`config.mk`:
```
export PLATFORM = sky130hd
export DESIGN_NAME = irq_enable_prio
export DESIGN_NICKNAME = d
export VERILOG_FILES = /design/src/irq_enable_prio.v /design/src/irq_gate.v /design/src/irq_prio_pick.v
export VERILOG_INCLUDE_DIRS = /design/src
export SDC_FILE = /design/constraint.sdc
export NUM_CORES = 1
export LEC_CHECK = 0
export BUFFER_PORTS_ARGS = -buffer_cell sky130_fd_sc_hd__buf_2
export CAP_MARGIN = 20
export CORE_MARGIN = 5
export CORE_UTILIZATION = 56
export DETAILED_ROUTE_END_ITERATION = 10
export PLACE_DENSITY_LB_ADDON = 0.08
export RECOVER_POWER = 25
export SYNTH_ARGS = -nofsm -noshare
export SYNTH_HDL_FRONTEND = slang
export SYNTH_HIERARCHICAL = 1
export SYNTH_SLANG_ARGS = --single-unit
export TNS_END_PERCENT = 10
```
`constraint.sdc`:
```
create_clock -name clock_i -period 38.7 [get_ports clock_i]
set_input_delay 7.74 -clock clock_i [delete_from_list [all_inputs] [get_ports clock_i]]
set_output_delay 7.74 -clock clock_i [all_outputs]
set_load 0.02 [all_outputs]
```
`src/irq_defines.vh`:
```
// constants for the interrupt enable and priority block
`ifndef IRQ_DEFINES_VH
`define IRQ_DEFINES_VH
`define ADDR_EXT_ENABLE_A 8'h9b
`define ADDR_EXT_ENABLE_B 8'h9c
`define ADDR_MAIN_ENABLE  8'ha8
`define ADDR_PRIO_HIGH    8'hb7
`define ADDR_PRIO_LOW     8'hb8
`define REG_RESET         8'h00
`define MASK_EXT_B        8'h07
`define MASK_PRIO         8'h7f
`define BIT_GLOBAL        7
`define BIT_ADC           6
`define BIT_BROWNOUT      5
`define BIT_SERIAL0       4
`define BIT_TIMER1        3
`define BIT_EXTLINE1      2
`define BIT_TIMER0        1
`define BIT_EXTLINE0      0
`define BIT_TIMER2        7
`define BIT_SPI           6
`define BIT_BRAKE         5
`define BIT_WDOG          4
`define BIT_PWM           3
`define BIT_CAPTURE       2
`define BIT_PIN           1
`define BIT_I2C           0
`define BIT_WAKEUP        2
`define BIT_TIMER3        1
`define BIT_SERIAL1       0
`define NUM_SRC           18
`define PAGE_ZERO         1'b0
`endif

```
`src/irq_enable_prio.v`:
```
// interrupt enable, priority registers and request start logic
`default_nettype none
`include "irq_defines.vh"
module irq_enable_prio (
  input  wire       clock_i,
  input  wire       sys_rst_i,
  input  wire       ce_i,
  // special-register port
  input  wire [7:0] reg_addr_i,
  input  wire       reg_wr_i,
  input  wire [7:0] reg_wdata_i,
  input  wire       bit_wr_i,
  input  wire [2:0] bit_sel_i,
  input  wire       bit_val_i,
  input  wire       page_i,
  output reg  [7:0] reg_rdata_o,
  // flags, already in the clock domain
  input  wire       adc_done_flag_i,
  input  wire       brownout_flag_i,
  input  wire       tx_done_flag_i,
  input  wire       rx_done_flag_i,
  input  wire       timer1_ovf_flag_i,
  input  wire       ext1_flag_i,
  input  wire       timer0_ovf_flag_i,
  input  wire       ext0_flag_i,
  input  wire       timer2_event_flag_i,
  input  wire       spi_xfer_flag_i,
  input  wire       spi_overrun_flag_i,
  input  wire       spi_mode_fault_flag_i,
  input  wire       brake_event_flag_i,
  input  wire       wdog_event_flag_i,
  input  wire       pwm_event_flag_i,
  input  wire [2:0] capture_flags_i,
  input  wire [7:0] pin_event_flags_i,
  input  wire       i2c_event_flag_i,
  input  wire       i2c_timeout_flag_i,
  input  wire       wakeup_tmr_flag_i,
  input  wire       timer3_ovf_flag_i,
  input  wire       tx1_done_flag_i,
  input  wire       rx1_done_flag_i,
  // core handshake
  input  wire       last_cycle_i,
  input  wire       blocking_instr_i,
  input  wire       return_i,
  input  wire       ack_taken_i,
  output wire [17:0] pending_o,
  output wire        start_o,
  output wire [4:0]  start_index_o,
  output wire [1:0]  start_level_o,
  output reg  [3:0]  active_levels_o
);
  // ==========================================================
  // registers
  reg [7:0] main_irq_enable;
  reg [7:0] ext_irq_enable_a;
  reg [7:0] ext_irq_enable_b;
  reg [7:0] main_prio_low;
  reg [7:0] main_prio_high;

  // high priority only visible on page zero
  function hit;
    input [7:0] addr;
    input [7:0] target;
    input       page;
    begin
      hit = (addr == target) && ((target != `ADDR_PRIO_HIGH) || (page == `PAGE_ZERO));
    end
  endfunction

  function [7:0] merged;
    input [7:0] old;
    begin
      merged = old;
      if (bit_wr_i)
        merged[bit_sel_i] = bit_val_i;
      else
        merged = reg_wdata_i;
    end
  endfunction

  wire wr_any = reg_wr_i | bit_wr_i;

  always @(posedge clock_i)
  begin
    if (sys_rst_i)
    begin
      main_irq_enable  <= `REG_RESET;
      ext_irq_enable_a <= `REG_RESET;
      ext_irq_enable_b <= `REG_RESET;
      main_prio_low    <= `REG_RESET;
      main_prio_high   <= `REG_RESET;
    end
    else if (ce_i && wr_any)
    begin
      if (hit(reg_addr_i, `ADDR_MAIN_ENABLE, page_i))
        main_irq_enable <= merged(main_irq_enable);
      if (hit(reg_addr_i, `ADDR_EXT_ENABLE_A, page_i))
        ext_irq_enable_a <= merged(ext_irq_enable_a);
      if (hit(reg_addr_i, `ADDR_EXT_ENABLE_B, page_i))
        ext_irq_enable_b <= merged(ext_irq_enable_b) & `MASK_EXT_B;
      if (hit(reg_addr_i, `ADDR_PRIO_LOW, page_i))
        main_prio_low <= merged(main_prio_low) & `MASK_PRIO;
      if (hit(reg_addr_i, `ADDR_PRIO_HIGH, page_i))
        main_prio_high <= merged(main_prio_high) & `MASK_PRIO;
    end
  end

  // read data registered; unmapped reads zero
  always @(posedge clock_i)
  begin
    if (sys_rst_i)
      reg_rdata_o <= 8'h00;
    else if (ce_i)
    begin
      if (hit(reg_addr_i, `ADDR_MAIN_ENABLE, page_i))
        reg_rdata_o <= main_irq_enable;
      else if (hit(reg_addr_i, `ADDR_EXT_ENABLE_A, page_i))
        reg_rdata_o <= ext_irq_enable_a;
      else if (hit(reg_addr_i, `ADDR_EXT_ENABLE_B, page_i))
        reg_rdata_o <= ext_irq_enable_b;
      else if (hit(reg_addr_i, `ADDR_PRIO_LOW, page_i))
        reg_rdata_o <= main_prio_low;
      else if (hit(reg_addr_i, `ADDR_PRIO_HIGH, page_i))
        reg_rdata_o <= main_prio_high;
      else
        reg_rdata_o <= 8'h00;
    end
  end

  // ==========================================================
  // source gating
  wire        global_irq_gate   = main_irq_enable[`BIT_GLOBAL];
  wire        adc_irq_on        = main_irq_enable[`BIT_ADC];
  wire        brownout_irq_on   = main_irq_enable[`BIT_BROWNOUT];
  wire        serial0_irq_on    = main_irq_enable[`BIT_SERIAL0];
  wire        timer1_irq_on     = main_irq_enable[`BIT_TIMER1];
  wire        extline1_irq_on   = main_irq_enable[`BIT_EXTLINE1];
  wire        timer0_irq_on     = main_irq_enable[`BIT_TIMER0];
  wire        extline0_irq_on   = main_irq_enable[`BIT_EXTLINE0];
  wire        timer2_irq_on     = ext_irq_enable_a[`BIT_TIMER2];
  wire        spi_irq_on        = ext_irq_enable_a[`BIT_SPI];
  wire        brake_irq_on      = ext_irq_enable_a[`BIT_BRAKE];
  wire        wdog_irq_on       = ext_irq_enable_a[`BIT_WDOG];
  wire        pwm_irq_on        = ext_irq_enable_a[`BIT_PWM];
  wire        capture_irq_on    = ext_irq_enable_a[`BIT_CAPTURE];
  wire        pin_irq_on        = ext_irq_enable_a[`BIT_PIN];
  wire        i2c_irq_on        = ext_irq_enable_a[`BIT_I2C];
  wire        wakeup_tmr_irq_on = ext_irq_enable_b[`BIT_WAKEUP];
  wire        timer3_irq_on     = ext_irq_enable_b[`BIT_TIMER3];
  wire        serial1_irq_on    = ext_irq_enable_b[`BIT_SERIAL1];
  wire [17:0] src_flag;
  wire [17:0] src_en;
  assign src_flag = {
    tx1_done_flag_i | rx1_done_flag_i,
    timer3_ovf_flag_i,
    wakeup_tmr_flag_i,
    i2c_event_flag_i | i2c_timeout_flag_i,
    |pin_event_flags_i,
    |capture_flags_i,
    pwm_event_flag_i,
    wdog_event_flag_i,
    brake_event_flag_i,
    spi_xfer_flag_i | spi_overrun_flag_i | spi_mode_fault_flag_i,
    timer2_event_flag_i,
    adc_done_flag_i,
    brownout_flag_i,
    tx_done_flag_i | rx_done_flag_i,
    timer1_ovf_flag_i,
    ext1_flag_i,
    timer0_ovf_flag_i,
    ext0_flag_i
  };
  // same order as src_flag: serial 1 on top, external line 0 at the bottom
  assign src_en = {serial1_irq_on, timer3_irq_on, wakeup_tmr_irq_on, i2c_irq_on, pin_irq_on, capture_irq_on,
                   pwm_irq_on, wdog_irq_on, brake_irq_on, spi_irq_on, timer2_irq_on,
                   adc_irq_on, brownout_irq_on, serial0_irq_on, timer1_irq_on, extline1_irq_on,
                   timer0_irq_on, extline0_irq_on};

  genvar g;
  generate
    for (g = 0; g < `NUM_SRC; g = g + 1)
    begin : gate_gen
      // combinational so a flag that drops is never remembered
      irq_gate u_gate (
        .flag_i    (src_flag[g]),
        .enable_i  (src_en[g]),
        .global_i  (global_irq_gate),
        .pending_o (pending_o[g])
      );
    end
  endgenerate

  // levels: extended sources have no priority storage here, so level 00
  wire [35:0] level;
  generate
    for (g = 0; g < `NUM_SRC; g = g + 1)
    begin : level_gen
      if (g < 7)
      begin : main_lv
        assign level[2*g +: 2] = {main_prio_high[g], main_prio_low[g]};
      end
      else
      begin : ext_lv
        assign level[2*g +: 2] = 2'b00;
      end
    end
  endgenerate

  wire       any_pending;
  wire [1:0] best_level;
  irq_prio_pick u_pick (
    .pending_i    (pending_o),
    .level_i      (level),
    .any_o        (any_pending),
    .best_level_o (best_level),
    .best_index_o (start_index_o)
  );
  assign start_level_o = best_level;

  // ==========================================================
  // start decision and in-service tracking
  reg        busy_higher;
  reg [1:0]  top_level;
  integer    k;
  always @*
  begin
    busy_higher = 1'b0;
    top_level   = 2'b00;
    for (k = 0; k < 4; k = k + 1)
    begin
      if (active_levels_o[k])
      begin
        busy_higher = 1'b1;
        top_level   = k[1:0];
      end
    end
  end

  assign start_o = ce_i & any_pending & last_cycle_i & ~blocking_instr_i & ~return_i & ~wr_any &
                   (~busy_higher | (best_level > top_level));

  always @(posedge clock_i)
  begin
    if (sys_rst_i)
      active_levels_o <= 4'h0;
    else if (ce_i)
    begin
      if (ack_taken_i && start_o)
        active_levels_o[best_level] <= 1'b1;
      else if (return_i && last_cycle_i && busy_higher)
        active_levels_o[top_level] <= 1'b0;
    end
  end
endmodule
`default_nettype wire

```
`src/irq_gate.v`:
```
// one source gate: flag with own and global enable
`default_nettype none
module irq_gate (
  input  wire flag_i,
  input  wire enable_i,
  input  wire global_i,
  output wire pending_o
);
  assign pending_o = flag_i & enable_i & global_i;
endmodule
`default_nettype wire

```
`src/irq_prio_pick.v`:
```
// picks the highest pending level and lowest index source
`default_nettype none
`include "irq_defines.vh"
module irq_prio_pick (
  input  wire [17:0] pending_i,
  input  wire [35:0] level_i,
  output reg         any_o,
  output reg  [1:0]  best_level_o,
  output reg  [4:0]  best_index_o
);
  integer i;
  always @*
  begin
    any_o        = 1'b0;
    best_level_o = 2'b00;
    best_index_o = 5'h00;
    for (i = `NUM_SRC - 1; i >= 0; i = i - 1)
    begin
      // lower index wins ties since it is visited last
      if (pending_i[i] && (!any_o || level_i[2*i +: 2] >= best_level_o))
      begin
        any_o        = 1'b1;
        best_level_o = level_i[2*i +: 2];
        best_index_o = i[4:0];
      end
    end
  end
endmodule
`default_nettype wire

```
* Yosys cells after proc, flatten, opt, wreduce, memory -nomap -nowiden
Cells that the tools add are included.
** Cells by class
- Muxes and demuxes :: 73
- Bitwise gates (word level) :: 57
- Reduce and logical (&&, ||, !) cells :: 38
- $lt $le $gt $ge :: 14
- Eq/ne operators :: 5
** Operators by type and width (number)
- $mux W5 :: 18
- $and A1 B1 Y1 :: 42
- $bwmux W8 :: 5
- $eq A8 B8 Y1 const B :: 5
- $mux W7 :: 5
- $mux W8 :: 4
- $mux W1 :: 26
- $mux W2 :: 9
- $logic_and A1 B1 Y1 :: 15
- $ge A2 B2 Y1 :: 6
- $reduce_and A2 Y1 :: 6
- $mux W4 :: 2
- $reduce_or A8 Y1 :: 1
- $logic_not A1 Y1 :: 7
- $logic_or A1 B1 Y1 :: 7
- $or A1 B1 Y1 :: 7
- $ge A2 B1 Y1 const B :: 3
- $lt A2 B3 Y1 const B :: 2
- $not A1 Y1 :: 5
- $and A4 B4 Y4 :: 1
- $demux W1 S2 :: 2
- $lt A3 B4 Y1 const B :: 1
- $not A4 Y4 :: 1
- $or A4 B4 Y4 :: 1
- 6 further kinds :: 6
** Word-level totals
- Bits in registers :: 45
- Bits of input ports :: 62
- Output and inout port bits :: 38

* Logic depth before layout (Yosys ltp)
- Depth after elaboration :: 51
- Gate-level depth with buffers :: 124
- Depth with buffers taken out :: 124

* Modules after synthesis
Netlist, hierarchy kept.
** By module, submodules not included
- irq_enable_prio :: cells each 282, seq. area each 900.9 um^2, instances 1, area an instance 2402.3 um^2
- irq_prio_pick :: cells each 275, seq. area each 0.0 um^2, instances 1, area an instance 1815.5 um^2
- irq_gate :: cells each 1, seq. area each 0.0 um^2, instances 18, area an instance 6.3 um^2

* Worst setup path before layout
Ideal clock, no wire load.
- Path type :: input to output
- Start :: input wakeup_tmr_flag_i
- End :: output start_o
- Arrival time :: 27.310 ns
- Buffers on the path :: 0
- Stages :: 106
- Data required time :: 30.960 ns
- Setup slack :: 3.650 ns
- Cells stage by stage :: and3_1 > a221oi_2 > or2_2 > ha_1 > nand2_1 > o211ai_1 > o31ai_1 > ha_1 > nor3b_1 > o2bb2ai_2 > nand2_1 > o21a_1 > ha_1 > nand2b_1 > a211oi_1 > o21ai_0 > o221a_2 > ha_1 > [70 not listed] > nand2b_1 > a21oi_1 > nand2_1 > nand2_1 > mux2_4 > ha_1 > nand2b_1 > a21oi_1 > o21ai_0 > nand2_1 > nand3_1 > o31ai_1 > inv_1 > ha_1 > nor2b_1 > a2bb2oi_1 > o2111ai_1 > inv_1
** On the way
- Elaborated cells between the ends (all ways) :: 60
- Classes of those cells :: 7 x order compare; 23 x mux; 9 x bitwise; 21 x reduce/logical
** RTL lines
- start: declaration :: line irq_enable_prio.v:37 : input wire wakeup_tmr_flag_i,
- $and A1 B1 Y1 (*) (2 in series) :: line irq_gate.v:9 : assign pending_o = flag_i & enable_i & global_i;
- $mux W1 (*) (9 in series) :: line irq_prio_pick.v:20 : if (pending_i[i] && (!any_o || level_i[2*i +: 2] >= best_level_o))
- $logic_not A1 Y1 :: line irq_prio_pick.v:20
- $logic_or A1 B1 Y1 :: line irq_prio_pick.v:20
- $logic_and A1 B1 Y1 :: line irq_prio_pick.v:20
- $mux W2 or $mux W1 (tied branches) :: line irq_prio_pick.v:20
- $ge A2 B2 Y1 or $logic_not A1 Y1 (tied branches) :: line irq_prio_pick.v:20
- $logic_or A1 B1 Y1 :: line irq_prio_pick.v:20
- [18 not listed]
- $ge A2 B2 Y1 or $logic_not A1 Y1 (tied branches) :: line irq_prio_pick.v:20
- $logic_or A1 B1 Y1 :: line irq_prio_pick.v:20
- $logic_and A1 B1 Y1 :: line irq_prio_pick.v:20
- $mux W2 (*) :: line irq_prio_pick.v:20
- via start_level_o[0] :: line irq_enable_prio.v:49 : output wire [1:0] start_level_o,
- $gt A2 B2 Y1 (*) :: line irq_enable_prio.v:240 : (~busy_higher | (best_level > top_level));
- $or A1 B1 Y1 (*) :: line irq_enable_prio.v:240
- $and A1 B1 Y1 (*) :: line irq_enable_prio.v:239 : assign start_o = ce_i & any_pending & last_cycle_i & ~blocking_instr_i & ~return_i & ~wr_any &
- end: declaration :: line irq_enable_prio.v:47 : output wire start_o,
The timed path passes the listed nets; every way through them passes the cells marked *.

* Final worst setup path
- Start :: input wakeup_tmr_flag_i
- End :: output start_o
** On the way
- Longest elaborated chain between the ends :: 45
- Elaborated cells between the ends (all ways) :: 60
- Classes of those cells :: 7 x order compare; 23 x mux; 9 x bitwise; 21 x reduce/logical
** Ends and longest elaborated chain (line)
- $and A1 B1 Y1 (*) (2 in series) :: irq_gate.v:9
- $mux W1 (*) (9 in series) :: irq_prio_pick.v:20
- $logic_not A1 Y1 :: irq_prio_pick.v:20
- $logic_or A1 B1 Y1 :: irq_prio_pick.v:20
- $logic_and A1 B1 Y1 :: irq_prio_pick.v:20
- $mux W2 or $mux W1 (tied branches) :: irq_prio_pick.v:20
- $ge A2 B2 Y1 or $logic_not A1 Y1 (tied branches) :: irq_prio_pick.v:20
- $logic_or A1 B1 Y1 :: irq_prio_pick.v:20
- [16 not listed]
- $logic_and A1 B1 Y1 :: irq_prio_pick.v:20
- $mux W2 or $mux W1 (tied branches) :: irq_prio_pick.v:20
- $ge A2 B2 Y1 or $logic_not A1 Y1 (tied branches) :: irq_prio_pick.v:20
- $logic_or A1 B1 Y1 :: irq_prio_pick.v:20
- $logic_and A1 B1 Y1 :: irq_prio_pick.v:20
- $mux W1 :: irq_prio_pick.v:20
- $and A1 B1 Y1 (5 in series) :: irq_enable_prio.v:239
- $and A1 B1 Y1 (*) :: irq_enable_prio.v:239
Every way passes the cells marked *; elsewhere a longest branch is shown, timed or not.

==> impl_metrics.yaml <==
floorplan:
  start_util_pct: 56.63
  die_ht_um: 97.94
  core_um2: 7647
  floorplan.io_pins: 100
  die_area_um2: 9591
  fp-row-count: 32
  die_span_in_x_um: 97.94
synth:
  synth-adder-area-share_pct: 8.264
  synth_largest_type_area_fraction_pct: 20.80
  ys_warn_count: 6
  synth_seq_area_share_pct: 20.80
  synth.avg_cell_area_um2: 7.531
  post_synth_and_or_nand_nor_area_fraction_pct: 29.93
  yosys_register_bits: 45
  synth-compound-area-share_pct: 33.69
  yosys_most_used_dff: "sky130_fd_sc_hd__dfxtp_1"
  synth_area_leaders: "sky130_fd_sc_hd__dfxtp_1 21%, sky130_fd_sc_hd__ha_1 7.8%, sky130_fd_sc_hd__a211oi_1 6.1%, sky130_fd_sc_hd__a21oi_1 6.0%, sky130_fd_sc_hd__and3_1 4.0%"
  syn_inst: 575
  yosys-mux-area-fraction_pct: 2.080
  synth.cell_area_um2: 4330
  synth-async-reset-ratio_pct: 0
  post_synth_most_frequent_cells: "52 x sky130_fd_sc_hd__a21oi_1, 45 x sky130_fd_sc_hd__dfxtp_1, 43 x sky130_fd_sc_hd__nand2_1"
  synth.most_common_cell: "sky130_fd_sc_hd__a21oi_1"
  synthDistinctLibCells: 80
  synthXorXnorAreaFrac_pct: 0
  yosys.area.top_type: "sky130_fd_sc_hd__dfxtp_1"
  synth-edff-count: 0
  main_combinational_cell_family_by_area_after_synthesis: "compound AO/OA/AOI/OAI gates"
timing:
  timing.slew.headroom_pct: 22.58
  final.setup_skew_ns: 0.008899
  finalSetupViolations: 0
  period_minus_slack_ns: 36.97
  final_count_of_hold_timing_violations: 0
  whs_ns: 0.4887
  grt_setup_unrepaired: "false"
  max_transition_viols_final: 0
  setup-tns-final_ns: 0
  final_min_period_over_clock_period_pct: 95.54
  max_freq_mhz: 27.05
  max_slew.worst_pin.slew_ns: 1.149
drt:
  drt_pass1_iterations: 5
  wl_mm: 13.18
  routed_via_density: 6.044
  drt.antenna.violating_nets: 0
  via_count: 4986
  drt-initial-drc-count: 312
  post_drt_wl_per_cell_um: 15.98
  remaining_drc_errors: 0
grt:
  grt_first_pass_wirelength_mm: 21.39
  antenna_found_initial: 0
  grt_use_total_pct: 26.25
  maximum_number_of_pins_on_one_net_before_global_route_repair: 49
  global_route.overflow_total: 0
  first_global_vias: 4614
clocking:
  insertion_delay_ns: 0.31
  postCtsSetupRepairBufs: 0
  postCtsHoldBufs: 0
  h_tree_level_count: 2
  clock_tree_from_tritoncts: "yes"
  clock_transition_at_the_register_clock_pins_on_the_worst_setup_and_hold_paths_after_cts_ns: 0.10
  clock-sinks: 45
  ctsRootBufferMaster: "sky130_fd_sc_hd__clkbuf_8"
  cts_buffers: 5
  max_buffers_root_to_sink: 2
finish:
  syn2layout_area_growth_pct: 21.01
  nets: 811
  final_area_um2: 5240
  diodes: 0
  drive_gt1_share_pct: 17.70
  post-route-util_pct: 68.52
  fillCellCount: 719
worst_setup_path:
  critical-path-max-stage-delay_ns: 0.46
  crit_fanout: 9
  worst_path_most_repeated_cell: "sky130_fd_sc_hd__ha_1"
  critical_path_class: "in2out"
  timing.critical_path.required_ns: 30.96
  worstPathArrival_ns: 29.23
  startpoint_type: "input port"
  critPathCaptureType: "primary output"
  slowest_stage: "sky130_fd_sc_hd__or4_1"
  r2r_cells: 106
power:
  peakVddDrop_mv: 0.01997
  p_leak_nw: 2.233
  power_density_nw_per_um2: 19.70
hold_path:
  hold_path.class: "reg2reg"
  hold_path_depth: 2
run:
  cap_violations: 0
outcome:
  status: "finished clean"
placement:
  port-buffer-count: 99
  finalWeightedCongestion: 0.9607
  dp_hpwl_mm: 10.55
  dpl-instance-area_um2: 5099
placed cells by master (no fill, tap or decap), types with 10 or more instances in the layout:
cell,instances
sky130_fd_sc_hd__a221oi_1,13
sky130_fd_sc_hd__nor3_1,10
sky130_fd_sc_hd__and3_1,27
sky130_fd_sc_hd__inv_1,41
sky130_fd_sc_hd__or3_1,11
sky130_fd_sc_hd__conb_1,54
sky130_fd_sc_hd__buf_2,86
sky130_fd_sc_hd__nor2_1,39
sky130_fd_sc_hd__nor2b_1,10
sky130_fd_sc_hd__dfxtp_1,45
sky130_fd_sc_hd__clkbuf_1,14
sky130_fd_sc_hd__o21a_1,11
sky130_fd_sc_hd__a211oi_1,35
sky130_fd_sc_hd__nand2_1,43
sky130_fd_sc_hd__nand3_1,12
sky130_fd_sc_hd__a21oi_1,51
sky130_fd_sc_hd__ha_1,27
sky130_fd_sc_hd__o21ai_1,12
sky130_fd_sc_hd__nand2b_1,27
sky130_fd_sc_hd__o21ai_0,26
registers in the layout (all words and copies together), names as in the netlist:
name	cells
ext_irq_enable_a	8
main_irq_enable	8
reg_rdata_o	8
main_prio_high	7
main_prio_low	7
active_levels_o	4
ext_irq_enable_b	3
metal layers:
| metal | global-route usage, % | part of all wire, % | vias up |
|---|---|---|---|
| met5 | 0 | 0 | - |
| met4 | 8.626 | 2.7 | 0 |
| met3 | 3.143 | 6.1 | 26 |
| met2 | 46.75 | 50 | 187 |
| met1 | 32.74 | 41 | 2333 |
| li1 | - | - | 2440 |
path summary, 6_finish.rpt:
kind | to | slack [ns] | from
worst max-delay path | start_o | 1.73 | wakeup_tmr_flag_i
worst min-delay path | reg_rdata_o[7] | 0.49 | reg_rdata_o[7]
worst max register to register | active_levels_o[3] | 16.95 | ext_irq_enable_b[2]
worst min register to register | reg_rdata_o[7] | 0.49 | reg_rdata_o[7]
worst max-delay path: cells and delay by family:
family          cells  cell delay [ns]
buf+inv             5             0.58
mux                 5             1.64
simple gates       38             6.28
compound gates     42             8.20
fa+ha+maj          18             4.76
per-stage QoR:
step	power [mW]	std cells	worst slack (ns)
2_1_floorplan	0.05487	628	3.650
3_3_place_gp	0.05963	817	2.224
3_5_place_dp	0.05997	817	1.550
4_1_cts	0.1027	825	1.446
5_1_grt	0.1068	825	0.006299
6_report	0.1032	825	1.726
cells by family (layout without fill, tap and decap cells):
| family | after synthesis | in the layout |
|---|---|---|
| other | 1 | 54 |
| and+or+nand+nor | 225 | 225 |
| DFF | 45 | 45 |
| muxes | 8 | 8 |
| adders and majority gates | 29 | 29 |
| AOI/OAI and AO/OA | 212 | 212 |
| buffers and inverters | 55 | 150 |
layout make-up:
| class | count | area, um2 | share of cell area, % |
|---|---|---|---|
| Clock buffer | 5 | 68.82 | 1.313 |
| Clock inverter | 3 | 68.82 | 1.313 |
| Inverter | 41 | 153.9 | 2.937 |
| Multi-Input combinational cell | 528 | 3430 | 65.45 |
| Sequential cell | 45 | 900.9 | 17.19 |
| Tap cell | 102 | 127.6 | 2.436 |
| Timing Repair Buffer | 101 | 490.5 | 9.360 |
power by group:
| group | switching (mW) | internal [mW] | total (mW) |
|---|---|---|---|
| sequential | 0.0000669 | 0.0464 | 0.0464 |
| combinational | 0.00804 | 0.00489 | 0.0129 |
| clock | 0.0179 | 0.0260 | 0.0439 |
timing repair:
action | 4_1_cts | 5_1_grt
endpoints found under the setup margin | 0 | 1
hold endpoints to repair | 0 | 0
gates resized for setup | 0 | 7
Power figures use the tool's default switching activity.
